==> config.mk <==
export PLATFORM = sky130hd
export DESIGN_NAME = cse_event_ctrl
export DESIGN_NICKNAME = d
export VERILOG_FILES = /design/src/include/cse_pkg.sv /design/src/verilog/cse_event_ctrl.sv
export SDC_FILE = /design/constraint.sdc
export NUM_CORES = 1
export LEC_CHECK = 0
export BUFFER_PORTS_ARGS = -buffer_cell sky130_fd_sc_hd__buf_2
export CAP_MARGIN = 20
export CORE_MARGIN = 10
export CORE_UTILIZATION = 45
export CTS_CLUSTER_DIAMETER = 100
export DETAILED_ROUTE_END_ITERATION = 10
export PLACE_DENSITY = 0.82
export SLEW_MARGIN = 20
export SYNTH_ARGS = -nofsm -noshare
export SYNTH_HDL_FRONTEND = slang
export SYNTH_SLANG_ARGS = --single-unit
==> constraint.sdc <==
create_clock -name pclk -period 1.7 [get_ports pclk]
set_input_delay 0.34 -clock pclk [delete_from_list [all_inputs] [get_ports pclk]]
set_output_delay 0.34 -clock pclk [all_outputs]
set_load 0.02 [all_outputs]
==> src/include/cse_pkg.sv <==
// card status-change event package: register indices, field positions,
// reset values and the socket pin carrier.
// assumes a 32-bit APB master; registers sit at byte address index * 4.
package cse_pkg;

	// ==========================================================
	// register indices (byte address is four times the index)
	// ==========================================================
	localparam logic [7:0] IDX_GEN_CTRL   = 8'h03;
	localparam logic [7:0] IDX_STATUS     = 8'h04;
	localparam logic [7:0] IDX_ROUTE_MASK = 8'h05;
	localparam logic [7:0] IDX_GLOBAL     = 8'h1e;
	localparam logic [7:0] IDX_DIAG       = 8'h20;

	// ==========================================================
	// field positions
	// ==========================================================
	localparam int BIT_DETECT     = 3;
	localparam int BIT_READY      = 2;
	localparam int BIT_BAT_LOW    = 1;
	localparam int BIT_BAT_DEAD   = 0;
	localparam int BIT_RING_EN    = 7;
	localparam int BIT_CARD_KIND  = 5;
	localparam int BIT_PCI_ROUTE  = 4;
	localparam int BIT_CLEAR_MODE = 2;
	localparam int BIT_DIAG_EVENT = 5;
	localparam int ROUTE_LSB      = 4;
	localparam int ROUTE_W        = 4;
	localparam int FLAG_W         = 4;

	// ==========================================================
	// reset values and encodings
	// ==========================================================
	localparam logic [7:0]         RST_STATUS     = 8'h00;
	localparam logic [7:0]         RST_GEN_CTRL   = 8'h00;
	localparam logic [7:0]         RST_ROUTE_MASK = 8'h00;
	localparam logic [7:0]         RST_GLOBAL     = 8'h00;
	localparam logic [7:0]         RST_DIAG       = 8'h00;
	localparam logic [ROUTE_W-1:0] ROUTE_NONE     = 4'h0;
	localparam logic [ROUTE_W-1:0] ROUTE_SMI      = 4'h2;
	localparam logic [31:0]        RD_ZERO        = 32'h0000_0000;

	// cycles the pin synchronisers need before their output means anything
	localparam logic [1:0] SYNC_FILL = 2'h3;

	// ==========================================================
	// socket pins, all levels as seen at the connector
	// ==========================================================
	typedef struct packed {
		logic detect_pin_one;
		logic detect_pin_two;
		logic card_ready;
		logic battery_or_ring_line_n;
		logic battery_warn_line_n;
	} cse_pins_s;

	localparam int PIN_W = $bits(cse_pins_s);

	// byte address of a register index
	function automatic logic [9:0] reg_addr(input logic [7:0] idx);
		reg_addr = {idx, 2'b00};
	endfunction

endpackage

==> src/verilog/cse_event_ctrl.sv <==
// card status-change event controller for one 16-bit PC Card socket,
// with an APB register slave and routed interrupt outputs.
// assumes socket pins are asynchronous to pclk and the APB master runs
// on pclk.
//
// Function
// - masked source reads zero in status
// - unmasked active source sets flag, interrupts
// - clear on read or write-one, mode-selected
// - status bits seven to four read zero
// - either card-detect pin change sets flag
// - memory card ready rise sets flag
// - io card holds ready, warning flags zero
// - memory card battery warning sets flag
// - memory card battery dead sets bit zero
// - ring mode: bit zero set while ring line low
// - route field: none, smi, or irq n
// - route zero plus diag bit: pci
// - route zero, diag clear: pci if bit
// - detect mask gates detect interrupts
// - ready mask gates ready interrupts
// - warning mask gates, resets disabled
// - dead mask gates dead or status line
// - status reads zero after reset
// - card kind: zero memory, one io
// - ring enable switches shared line, default zero
// - pci route bit overrides route field
`timescale 1ns/1ps

module cse_event_ctrl
	import cse_pkg::*;
#(
	parameter int ADDR_W = 12,
	parameter int IRQ_N  = 16
) (
	// clock and reset
	input  wire logic              pclk,
	input  wire logic              presetn,
	// apb slave
	input  wire logic              psel,
	input  wire logic              penable,
	input  wire logic              pwrite,
	input  wire logic [ADDR_W-1:0] paddr,
	input  wire logic [31:0]       pwdata,
	input  wire logic [3:0]        pstrb,
	output logic                   pready,
	output logic      [31:0]       prdata,
	output logic                   pslverr,
	// socket
	input  wire cse_pins_s         socket_pins,
	// interrupt delivery
	output logic      [IRQ_N-1:0]  legacy_irq,
	output logic                   smi_request,
	output logic                   pci_int_request
);

	// ==========================================================
	// registers
	// ==========================================================
	logic [7:0]        gen_ctrl_q;
	logic [7:0]        route_mask_q;
	logic [7:0]        global_q;
	logic [7:0]        diag_q;
	logic [FLAG_W-1:0] flags_q;
	logic [FLAG_W-1:0] flags_d;
	logic              pready_q;
	logic [31:0]       prdata_q;
	logic              pslverr_q;
	logic [IRQ_N-1:0]  legacy_irq_q;
	logic              smi_q;
	logic              pci_q;

	// ==========================================================
	// pin synchronisers
	// ==========================================================
	logic [PIN_W-1:0] sync1_q;
	logic [PIN_W-1:0] sync2_q;
	logic [PIN_W-1:0] sync3_q;
	logic [PIN_W-1:0] filt_q;
	logic [PIN_W-1:0] filt_d;
	logic [PIN_W-1:0] agree;
	logic [1:0]       fill_q;
	logic             primed_q;

	// a change counts only once the second and third stages agree
	assign agree  = ~(sync2_q ^ sync3_q);
	assign filt_d = (agree & sync3_q) | (~agree & filt_q);

	always_ff @(posedge pclk or negedge presetn) begin
		if (!presetn) begin
			sync1_q <= '0;
			sync2_q <= '0;
			sync3_q <= '0;
			filt_q  <= '0;
		end else begin
			sync1_q <= socket_pins;
			sync2_q <= sync1_q;
			sync3_q <= sync2_q;
			filt_q  <= filt_d;
		end
	end

	// no events until the chain holds real pin levels, else the reset
	// zeros would look like edges
	always_ff @(posedge pclk or negedge presetn) begin
		if (!presetn) begin
			fill_q   <= '0;
			primed_q <= 1'b0;
		end else begin
			if (fill_q != SYNC_FILL) begin
				fill_q <= fill_q + 2'h1;
			end
			primed_q <= (fill_q == SYNC_FILL);
		end
	end

	// ==========================================================
	// edge detection on filtered pins
	// ==========================================================
	cse_pins_s now_p;
	cse_pins_s old_p;
	assign now_p = cse_pins_s'(filt_d);
	assign old_p = cse_pins_s'(filt_q);

	wire io_card  = gen_ctrl_q[BIT_CARD_KIND];
	wire ring_on  = gen_ctrl_q[BIT_RING_EN];
	wire wc_mode  = global_q[BIT_CLEAR_MODE];

	wire ev_detect = primed_q &
		((now_p.detect_pin_one ^ old_p.detect_pin_one) |
		 (now_p.detect_pin_two ^ old_p.detect_pin_two));
	wire ev_ready  = primed_q & now_p.card_ready & ~old_p.card_ready;
	wire ev_warn   = primed_q & ~now_p.battery_warn_line_n &
		old_p.battery_warn_line_n;
	// shared line: battery dead, status change or ring by mode
	wire ev_shared = primed_q & ~now_p.battery_or_ring_line_n &
		old_p.battery_or_ring_line_n;
	wire ring_lvl  = primed_q & ~old_p.battery_or_ring_line_n;

	// ==========================================================
	// flag set and clear
	// ==========================================================
	logic [FLAG_W-1:0] mask;
	logic [FLAG_W-1:0] kind_keep;
	logic [FLAG_W-1:0] set_v;
	logic [FLAG_W-1:0] clr_v;
	logic [FLAG_W-1:0] flags_vis;

	assign mask = route_mask_q[FLAG_W-1:0];

	// io cards never report ready or battery warning
	assign kind_keep = {1'b1, ~io_card, ~io_card, 1'b1};

	assign set_v[BIT_DETECT]   = ev_detect & mask[BIT_DETECT];
	assign set_v[BIT_READY]    = ev_ready & mask[BIT_READY];
	assign set_v[BIT_BAT_LOW]  = ev_warn & mask[BIT_BAT_LOW];
	assign set_v[BIT_BAT_DEAD] = mask[BIT_BAT_DEAD] &
		(ev_shared | (ring_on & ring_lvl));

	// what software sees: masked or kind-suppressed bits read zero
	assign flags_vis = flags_q & mask & kind_keep;

	// ==========================================================
	// apb decode
	// ==========================================================
	wire xfer_done = psel & penable & pready_q;
	wire rd_done   = xfer_done & ~pwrite;
	wire wr_done   = xfer_done & pwrite;
	wire lane0     = pstrb[0];

	wire hit_gen    = paddr[9:0] == reg_addr(IDX_GEN_CTRL);
	wire hit_status = paddr[9:0] == reg_addr(IDX_STATUS);
	wire hit_route  = paddr[9:0] == reg_addr(IDX_ROUTE_MASK);
	wire hit_global = paddr[9:0] == reg_addr(IDX_GLOBAL);
	wire hit_diag   = paddr[9:0] == reg_addr(IDX_DIAG);
	wire hi_zero    = (paddr >> 10) == '0;
	wire hit_any    = hi_zero &
		(hit_gen | hit_status | hit_route | hit_global | hit_diag);

	// clear-on-read drops only what the read returned, so an event
	// landing during the access is not lost
	assign clr_v = (rd_done & hit_status & ~wc_mode) ? prdata_q[FLAG_W-1:0] :
		(wr_done & hit_status & hi_zero & lane0 & wc_mode) ?
		pwdata[FLAG_W-1:0] : '0;

	// set wins over a clear landing in the same cycle
	// io cards hold ready and warning at zero, nothing latches hidden
	assign flags_d = ((flags_q & ~clr_v) | set_v) & kind_keep;

	logic [7:0] rd_byte;
	assign rd_byte =
		hit_gen    ? gen_ctrl_q :
		hit_status ? {{(8-FLAG_W){1'b0}}, flags_vis} :
		hit_route  ? route_mask_q :
		hit_global ? global_q :
		hit_diag   ? diag_q : 8'h00;

	// ==========================================================
	// apb slave: one wait state, answer registered
	// ==========================================================
	wire access = psel & penable & ~pready_q;

	always_ff @(posedge pclk or negedge presetn) begin
		if (!presetn) begin
			pready_q  <= 1'b0;
			prdata_q  <= RD_ZERO;
			pslverr_q <= 1'b0;
		end else begin
			pready_q  <= access;
			pslverr_q <= access & ~hit_any;
			prdata_q  <= (access & ~pwrite & hit_any) ?
				{24'h00_0000, rd_byte} : RD_ZERO;
		end
	end

	wire wr_ok = wr_done & hi_zero & lane0;

	always_ff @(posedge pclk or negedge presetn) begin
		if (!presetn) begin
			gen_ctrl_q   <= RST_GEN_CTRL;
			route_mask_q <= RST_ROUTE_MASK;
			global_q     <= RST_GLOBAL;
			diag_q       <= RST_DIAG;
		end else begin
			if (wr_ok & hit_gen) begin
				gen_ctrl_q <= pwdata[7:0];
			end
			if (wr_ok & hit_route) begin
				route_mask_q <= pwdata[7:0];
			end
			if (wr_ok & hit_global) begin
				global_q <= pwdata[7:0];
			end
			if (wr_ok & hit_diag) begin
				diag_q <= pwdata[7:0];
			end
		end
	end

	always_ff @(posedge pclk or negedge presetn) begin
		if (!presetn) begin
			flags_q <= RST_STATUS[FLAG_W-1:0];
		end else begin
			flags_q <= flags_d;
		end
	end

	// ==========================================================
	// interrupt routing
	// ==========================================================
	logic [ROUTE_W-1:0] route;
	assign route = route_mask_q[ROUTE_LSB +: ROUTE_W];

	wire pending = |flags_vis;
	wire pci_bit = gen_ctrl_q[BIT_PCI_ROUTE];
	wire diag_ev = diag_q[BIT_DIAG_EVENT];

	// pci path: override bit, or no legacy route with diag or pci bit
	wire to_pci = pci_bit |
		((route == ROUTE_NONE) & diag_ev);
	wire to_smi = ~to_pci & (route == ROUTE_SMI);
	wire to_irq = ~to_pci & (route != ROUTE_NONE) &
		(route != ROUTE_SMI);

	logic [IRQ_N-1:0] irq_d;
	always_comb begin
		irq_d = '0;
		if (to_irq & pending) begin
			irq_d[route] = 1'b1;
		end
	end

	always_ff @(posedge pclk or negedge presetn) begin
		if (!presetn) begin
			legacy_irq_q <= '0;
			smi_q        <= 1'b0;
			pci_q        <= 1'b0;
		end else begin
			legacy_irq_q <= irq_d;
			smi_q        <= to_smi & pending;
			pci_q        <= to_pci & pending;
		end
	end

	// ==========================================================
	// outputs
	// ==========================================================
	assign pready          = pready_q;
	assign prdata          = prdata_q;
	assign pslverr         = pslverr_q;
	assign legacy_irq      = legacy_irq_q;
	assign smi_request     = smi_q;
	assign pci_int_request = pci_q;

endmodule // cse_event_ctrl

Word level (Yosys, flattened, before mapping)
Cells that the tools add are included.
Cells by class
  equality and inequality tests: 9
  bitwise logic cells: 72
  reduce and logical (&&, ||, !) cells: 5
  add/subtract/negate cells: 1
  $lt $le $gt $ge: 2
  muxes and demuxes: 11
Operators with widths (number)
  $mux 8: 6
  $and 1x1->1: 41
  $eq 10x5->1 const B: 2
  $and 4x4->4: 4
  $mux 16: 1
  $logic_not 12->1: 1
  $and 5x5->5: 2
  $eq 10x4->1 const B: 1
  $eq 10x7->1 const B: 1
  $eq 10x8->1 const B: 1
  $not 1->1: 10
  $not 5->5: 2
  $mux 4: 2
  $or 1x1->1: 7
  $lt 4x5->1 const B: 1
  $or 5x5->5: 1
  $xor 5x5->5: 1
  $demux 1 s4: 1
  $eq 4x2->1 const B: 1
  $ge 4x1->1 const B: 1
  $logic_not 4->1: 1
  $ne 4x2->1 const B: 1
  $not 4->4: 1
  $or 4x4->4: 1
  other kinds (8): 9
Word-level totals
  output and inout bits: 52
  input bits: 58
  register bits after elaboration: 87

Logic depth before layout (Yosys ltp)
Gate-level depths: netlist of run 1.
  depth in word-level cells: 13
  mapped depth: 6

Least setup slack after synthesis of run 1
OpenSTA, ideal clock, no wires.
  path kind: input to register
  start point: input port paddr[9]
  end point: register gen_ctrl_q[0]
  arrival time: 1.984 ns
  buffers on the path: 2
  path slack: -0.409 ns
  stages: 6
  cells stage by stage: buf_6 or4_4 or3_1 clkbuf_4 nor2_8 mux2_4
Between the ends
  word-level cells in the longest chain between the ends: 2
Ends and longest elaborated chain
  start: declaration: RTL line cse_event_ctrl.sv:43  | input wire logic [ADDR_W-1:0] paddr,
  $eq 10x4->1: RTL line cse_event_ctrl.sv:171  | wire hit_gen = paddr[9:0] == reg_addr(IDX_GEN_CTRL);
  $and 1x1->1: RTL line cse_event_ctrl.sv:225  | if (wr_ok & hit_gen) begin
  end signal: assignment: RTL line cse_event_ctrl.sv:226  | gen_ctrl_q <= pwdata[7:0];
  end: declaration: RTL line cse_event_ctrl.sv:60  | logic [7:0] gen_ctrl_q;
No other way between the ends.
A chain may end at the register's enable or synchronous reset.

Worst setup path after layout of run 1
  start point: input port paddr[1]
  end point: register gen_ctrl_q[4]
The elaborated chain is that of the path after synthesis.

==> results of run 1 <==
[through the flow]
step	setup TNS, ns	utilization [%]	setup slack [ns]	hold WS (ns)	cells
after CTS	-0.0743	58.1	-0.0337	0.0748	505
final	-0.219	59.0	-0.0478	0.0852	505
after global routing	-0.603	59.0	-0.0590	0.0704	505
after global placement	-13.70	54.8	-0.454	0.328	487
after detailed placement	-14.83	54.8	-0.486	0.335	487
after floorplan	-7.96	-	-0.379	0.0444	317
[layer usage]
metal	GRT usage [%]	wire length, um	vias up
met5	0	0	-
met4	4.82	239	0
met3	5.48	740	32
met2	22.4	4480	107
met1	16.5	3680	1336
li1	-	-	1215
[critical path: cells and delay by family]
kind / cells / cell delay [ns]
AND/OR/NAND/NOR: 3 / 1.22
multiplexers: 1 / 0.33
buffers and inverters: 1 / 0.09
[state kept, by name, indices dropped and copies added (netlist names), 2 cells and up]
| register | cells |
|---|---|
| diag_q | 8 |
| global_q | 8 |
| route_mask_q | 8 |
| filt_q | 5 |
| prdata | 8 |
| sync3_q | 5 |
| sync1_q | 5 |
| flags_q | 4 |
| legacy_irq | 16 |
| gen_ctrl_q | 8 |
| sync2_q | 5 |
| fill_q | 2 |
[what timing repair did]
action,CTS,global route
resized for setup,6,14
hold buffers,1,0
setup buffers,1,0
pin swaps,2,2
setup endpoints to repair,12,25
hold endpoints to repair,35,0
[power breakdown]
part / internal, mW / leakage [nW] / switching [mW]
Sequential: 2.10 / 1.12 / 0.0188
Combinational: 0.100 / 1.07 / 0.186
Clock: 0.841 / 0.109 / 0.745
Total: 3.04 / 2.30 / 0.950
[path summary, 6_finish.rpt]
path / endpoint / depth (start not counted) / from / slack (ns)
min in group asynchronous: smi_request$_DFF_PN0_ / 2 / presetn / 0.48
max in group asynchronous: legacy_irq[0]$_DFF_PN0_ / 3 / presetn / 0.65
max: gen_ctrl_q[4]$_DFFE_PN0P_ / 5 / paddr[1] / -0.05
min reg2reg: sync2_q[4]$_DFF_PN0_ / 0 / sync1_q[4]$_DFF_PN0_ / 0.35
min: sync1_q[3]$_DFF_PN0_ / 1 / socket_pins[3] / 0.09
max reg2reg: gen_ctrl_q[4]$_DFFE_PN0P_ / 5 / pready$_DFF_PN0_ / 0.06
[area by class of cell]
class                           instances  area share (%)
Clock buffer                           10            2.63
Sequential cell                        87            44.9
Tap cell                              105            2.71
Timing Repair Buffer                   99            13.7
Multi-Input combinational cell        190            33.5
Inverter                                8           0.619
Clock inverter                          6            1.91
[kinds of logic after synthesis]
| kind of cell | Yosys count | synth area share, % |
|---|---|---|
| fa+ha+maj | 6 | 1.64 |
| simple gates | 83 | 14.9 |
| compound gates | 38 | 7.62 |
| flops | 87 | 57.2 |
| buf+inv | 40 | 7.23 |
| mux | 34 | 10.7 |
| xor+xnor | 3 | 0.690 |
| other cells | 1 | 0.0985 |
[layout by cell type, fill, tap and decap left out, types with 3 or more instances in the layout]
master,netlist,routed
or3_4,0,3
a32oi_1,4,4
buf_6,2,7
conb_1,1,26
buf_4,25,36
buf_2,2,53
a21oi_2,0,3
nor4b_1,6,6
o21ai_0,7,6
nor3_1,6,6
nand2_1,8,8
nor4_1,7,4
o211ai_1,5,5
inv_1,8,8
a22oi_1,6,6
nor2b_1,4,4
mux2_2,25,9
mux2_4,7,23
nand2b_1,3,3
dfrtp_1,87,87
nand4_1,3,3
nor2_1,23,23
clkbuf_8,1,9
maj3_1,5,5
a311oi_2,0,3
==> flow_summary_export.csv, run 1 <==
group,metric,value,unit
run_status,status,"finished with violations",
run_status,violations,"setup timing",
critical_path,cp_slowest_stage_delay,0.56,ns
power,finalPower,3.99,mW
placed_design,globalplace.congestion,0.896,
die,dieArea,12500,um2
final_layout,multi_input_area,1630,um2
cts,cts_buffer_depth,2,
placed_design,hpwlAfterDp,6750,um
sta,worst_slack,-0.0478,ns
synth,syn-cell-area,3810,um2
synth,synthTopCellsByCount,"87 x dfrtp_1, 25 x buf_4, 25 x mux2_2, 23 x nor2_1",
synth,ys_seq_elements,87,
detailed_routing,drt_wl_total,9150,um
final_layout,fillers,615,
sta,slew_violations,0,
cts,cts-htree-levels,3,
critical_path,cp_slowest_cell,"or4b_4",
sta,grt_setup_unrepaired,"true",
job,drv_cap,0,
synth,synth_edf_count,0,
sta,fin_crit_sh,103,%
cts,cts_tree,"yes",
synth,ys_async_sr_fraction,100,%
placed_design,io_buffers,58,
critical_path,crit_chain,"buf_6 -> or4b_4 -> or3_4 -> nor2_8 -> mux2_4",
synth,synth_area_leader_cell,"dfrtp_1",
die,fp.dieH,112,um
sta,finalHoldViolCount,0,
power,power_density,824,nW/um2
detailed_routing,drtPass1Iterations,5,
final_layout,nets,454,
critical_path,worstSetupPathType,"input pin to register",
synth,synth_ff_type,"dfrtp_1",
final_layout,regArea,2180,um2
die,initial_core_util,46.3,%
critical_path,worstPathRequired,1.94,ns
synth,yosysUniqueCellTypes,56,
hold_path,hp-class,"input pin to register",
power,p_leak,2.30,nW
detailed_routing,detail_route.wl_per_cell,18.1,um
die,num_io_pins,110,
synth,synth.top_cell.area_share,57.2,%
synth,yosys_warnings,0,
detailed_routing,initialDrtViolationCount,201,
synth,syn_inst,292,
cts,cts.sinks,87,
critical_path,start_kind,"input pin",
final_layout,drive_gt1_share,43.8,%
final_layout,final_area,4850,um2
synth,ys_seq_area_share,57.2,%
placed_design,post_dp_cell_area,4510,um2
synth,synth_area_leaders,"dfrtp_1 57%, mux2_2 7.4%, buf_4 4.9%",
final_layout,area_delta_synth_final,27.3,%
global_route,grt_pass1_wl,14400,um
detailed_routing,vias,2690,
detailed_routing,drc,0,
detailed_routing,viasPerCell,5.33,
final_layout,antenna_cells,0,
sta,finalSetupViolCount,7,
global_route,overflow,0,
sta,max_freq,0.572,GHz
critical_path,endpoint_kind,"register",
cts,cts_root_buf,"clkbuf_8",
die,row_count,33,
cts,clk_latency,0.36,ns
cts,path_clk_slew,0.09,ns
cts,cts_buffers,9,
sta,period_minus_slack,1.75,ns
die,core,8220,um2
critical_path,critPathMaxFanout,8,
global_route,grt_pass1_vias,2835,
critical_path,critPathArrivalTime,1.99,ns
synth,syn_area_per_cell,13.0,um2
power,vdd_drop_max,0.512,mV
synth,yosysMostFrequentCell,"dfrtp_1",
die,die_width,112,um
global_route,grt_max_degree,39,
global_route,grtUsageTotal,13.9,%
detailed_routing,ant_nets,0,
sta,worst_clock_skew,0.00543,ns
global_route,grt_antenna_before_repair,0,
No activity file was read; power rests on OpenSTA's default activity.
==> inputs of run 2 (changes only) <==
--- a/config.mk
+++ b/config.mk
@@ -7,11 +7,12 @@
 export LEC_CHECK = 0
 export BUFFER_PORTS_ARGS = -buffer_cell sky130_fd_sc_hd__buf_2
 export CAP_MARGIN = 20
+export CORE_ASPECT_RATIO = 0.5
 export CORE_MARGIN = 10
 export CORE_UTILIZATION = 45
 export CTS_CLUSTER_DIAMETER = 100
 export DETAILED_ROUTE_END_ITERATION = 10
-export PLACE_DENSITY = 0.82
+export PLACE_DENSITY = 0.79
 export SLEW_MARGIN = 20
 export SYNTH_ARGS = -nofsm -noshare
 export SYNTH_HDL_FRONTEND = slang
==> constraint.sdc (replaced) <==
create_clock -name pclk -period 2.1 [get_ports pclk]
set_input_delay 0.42 -clock pclk [delete_from_list [all_inputs] [get_ports pclk]]
set_output_delay 0.42 -clock pclk [all_outputs]
set_load 0.02 [all_outputs]
==> run 2 against run 1 <==
Net effect:
- critical path depth did not move
- the flow now finishes without violations
- critical path type unchanged
- first-iteration DRC count fell by 28%
- clock power rose by 15%
- clock-buffer cell count did not move
- design area fell by 1.1%
==> flow_summary_export.csv, run 2 (same netlist as run 1, synthesis figures left out) <==
group,metric,value,unit
run_status,status,"finished, final reports clean",
cts,cts_buffer_depth,2,
die,num_io_pins,110,
critical_path,worstSetupPathType,"input pin to register",
power,seqPwrFrac,45.7,%
global_route,grt_pass1_wl,13800,um
sta,slew_violations,0,
global_route,grt_pass1_vias,2700,
die,dieArea,12800,um2
cts,postCtsHoldBufs,0,
placed_design,dp.cells,498,
power,vdd_drop_max,0.456,mV
final_layout,final_util,59.1,%
job,drv_cap,0,
placed_design,globalplace.congestion,0.886,
power,p_int,2.95,mW
sta,period_minus_slack,1.95,ns
global_route,overflow,0,
global_route,grt_antenna_before_repair,0,
final_layout,fillers,632,
sta,timing.hold.ws,0.0556,ns
die,fp.dieH,85.0,um
final_layout,final_cell_mix,"87 x dfrtp_1, 57 x buf_2, 42 x buf_4",
sta,tightestPinTransition,0.636,ns
sta,fin_crit_sh,92.7,%
placed_design,hpwlAfterDp,6450,um
global_route,grtUsageTotal,13.7,%
critical_path,worstPathRequired,2.33,ns
power,switching_share,21.6,%
cts,cts-htree-levels,3,
placed_design,io_buffers,58,
hold_path,hp-class,"input pin to async pin",
sta,slew-limit-headroom,57.6,%
die,row_count,23,
cts,post-cts-setup-buffers,0,
final_layout,fin_cells,514,
detailed_routing,initialDrtViolationCount,145,
detailed_routing,ant_nets,0,
detailed_routing,drtPass1Iterations,4,
critical_path,critPathArrivalTime,2.17,ns
die,die_width,150,um
detailed_routing,vias,2600,
cts,clk_latency,0.34,ns
sta,worst_slack,0.153,ns
critical_path,r2r_slack,0.27,ns
die,initial_core_util,46.9,%
detailed_routing,drc,0,
final_layout,final_area,4790,um2
power,p_sw,814,uW
final_layout,largest_reg_flops,16,
sta,finalHoldViolCount,0,
power,finalPower,3.76,mW
critical_path,start_kind,"input pin",
final_layout,drive_gt1_share,41.0,%
sta,worst_clock_skew,0.00637,ns
final_layout,final_common_cell,"dfrtp_1",
detailed_routing,viasPerCell,5.06,
detailed_routing,detail_route.wl_per_cell,16.6,um
placed_design,post_dp_cell_area,4440,um2
critical_path,endpoint_kind,"register",
placed_design,dpl_worst_slack,-0.214,ns
sta,grt_setup_unrepaired,"false",
sta,max_freq,0.514,GHz
power,power_density,785,nW/um2
final_layout,multi_input_area,1460,um2
sta,finalSetupViolCount,0,
global_route,grt_max_degree,42,
final_layout,area_delta_synth_final,25.9,%
cts,cts_buffers,9,
power,clkPwrFrac,48.6,%
power,p_leak,2.34,nW
cts,cts_tree,"yes",
final_layout,regArea,2180,um2
die,core,8120,um2
sta,finalSetupTns,0,ns
power,p_comb_share,5.7,%
final_layout,antenna_cells,0,
cts,cts.sinks,87,
detailed_routing,drt_wl_total,8530,um
cts,path_clk_slew,0.07,ns
final_layout,nets,456,
cts,cts_root_buf,"clkbuf_16",
critical_path,critPathMaxFanout,8,
[run 2: changes by cell type in the layout (fill, tap and decap cells not counted), moves of 4 or more]
cell,before,now
mux2_2,9,25
mux2_4,23,7
clkbuf_16,0,9
clkbuf_8,9,0
buf_6,7,0
buf_4,36,42
buf_2,53,57
[run 2: metal layers]
| metal | wire [um] | vias to the layer above | track usage [%] |
|---|---|---|---|
| li1 | - | 1222 | - |
| met1 | 3420 | 1266 | 15.9 |
| met2 | 4120 | 99 | 22.9 |
| met3 | 835 | 13 | 4.66 |
| met4 | 153 | 0 | 5.61 |
| met5 | 0 | - | 0 |
[run 2: power by group through the flow]
stage | registers, mW | logic, mW | clock network, mW
floorplan | 1.75 | 0.121 | 0
global placement | 1.75 | 0.207 | 0
detailed placement | 1.75 | 0.211 | 0
CTS | 1.72 | 0.212 | 1.87
global route | 1.72 | 0.236 | 1.94
finish | 1.72 | 0.214 | 1.83
[run 2: repair_timing]
action,CTS,global route
gates resized for setup,0,1
hold endpoints to repair,0,0
setup endpoints to repair,0,1
[run 2: cell type report]
type / instances / share of cell area [%]
flip-flops and latches: 87 / 45.4
clock buffers: 10 / 4.78
well taps: 112 / 2.92
repair buffers: 101 / 13.4
clock inverters: 6 / 2.43
multi-input cells: 190 / 30.5
inverters: 8 / 0.626
[run 2: final timing paths]
kind / from / endpoint / cells after the start
worst max-delay path: paddr[1] / gen_ctrl_q[4]$_DFFE_PN0P_ / 5
worst min-delay path: presetn / route_mask_q[1]$_DFFE_PN0P_ / 1
worst max register to register: pready$_DFF_PN0_ / route_mask_q[2]$_DFFE_PN0P_ / 5
worst min register to register: sync1_q[2]$_DFF_PN0_ / sync2_q[2]$_DFF_PN0_ / 0
max in group asynchronous: presetn / gen_ctrl_q[2]$_DFFE_PN0P_ / 2
min in group pclk: socket_pins[0] / sync1_q[0]$_DFF_PN0_ / 1
[run 2: worst max-delay path, stage by stage]
cell and delay [ns]:
buf_2 0.10, or4b_4 0.57, or3_1 0.48, nor2_8 0.27
mux2_4 0.32
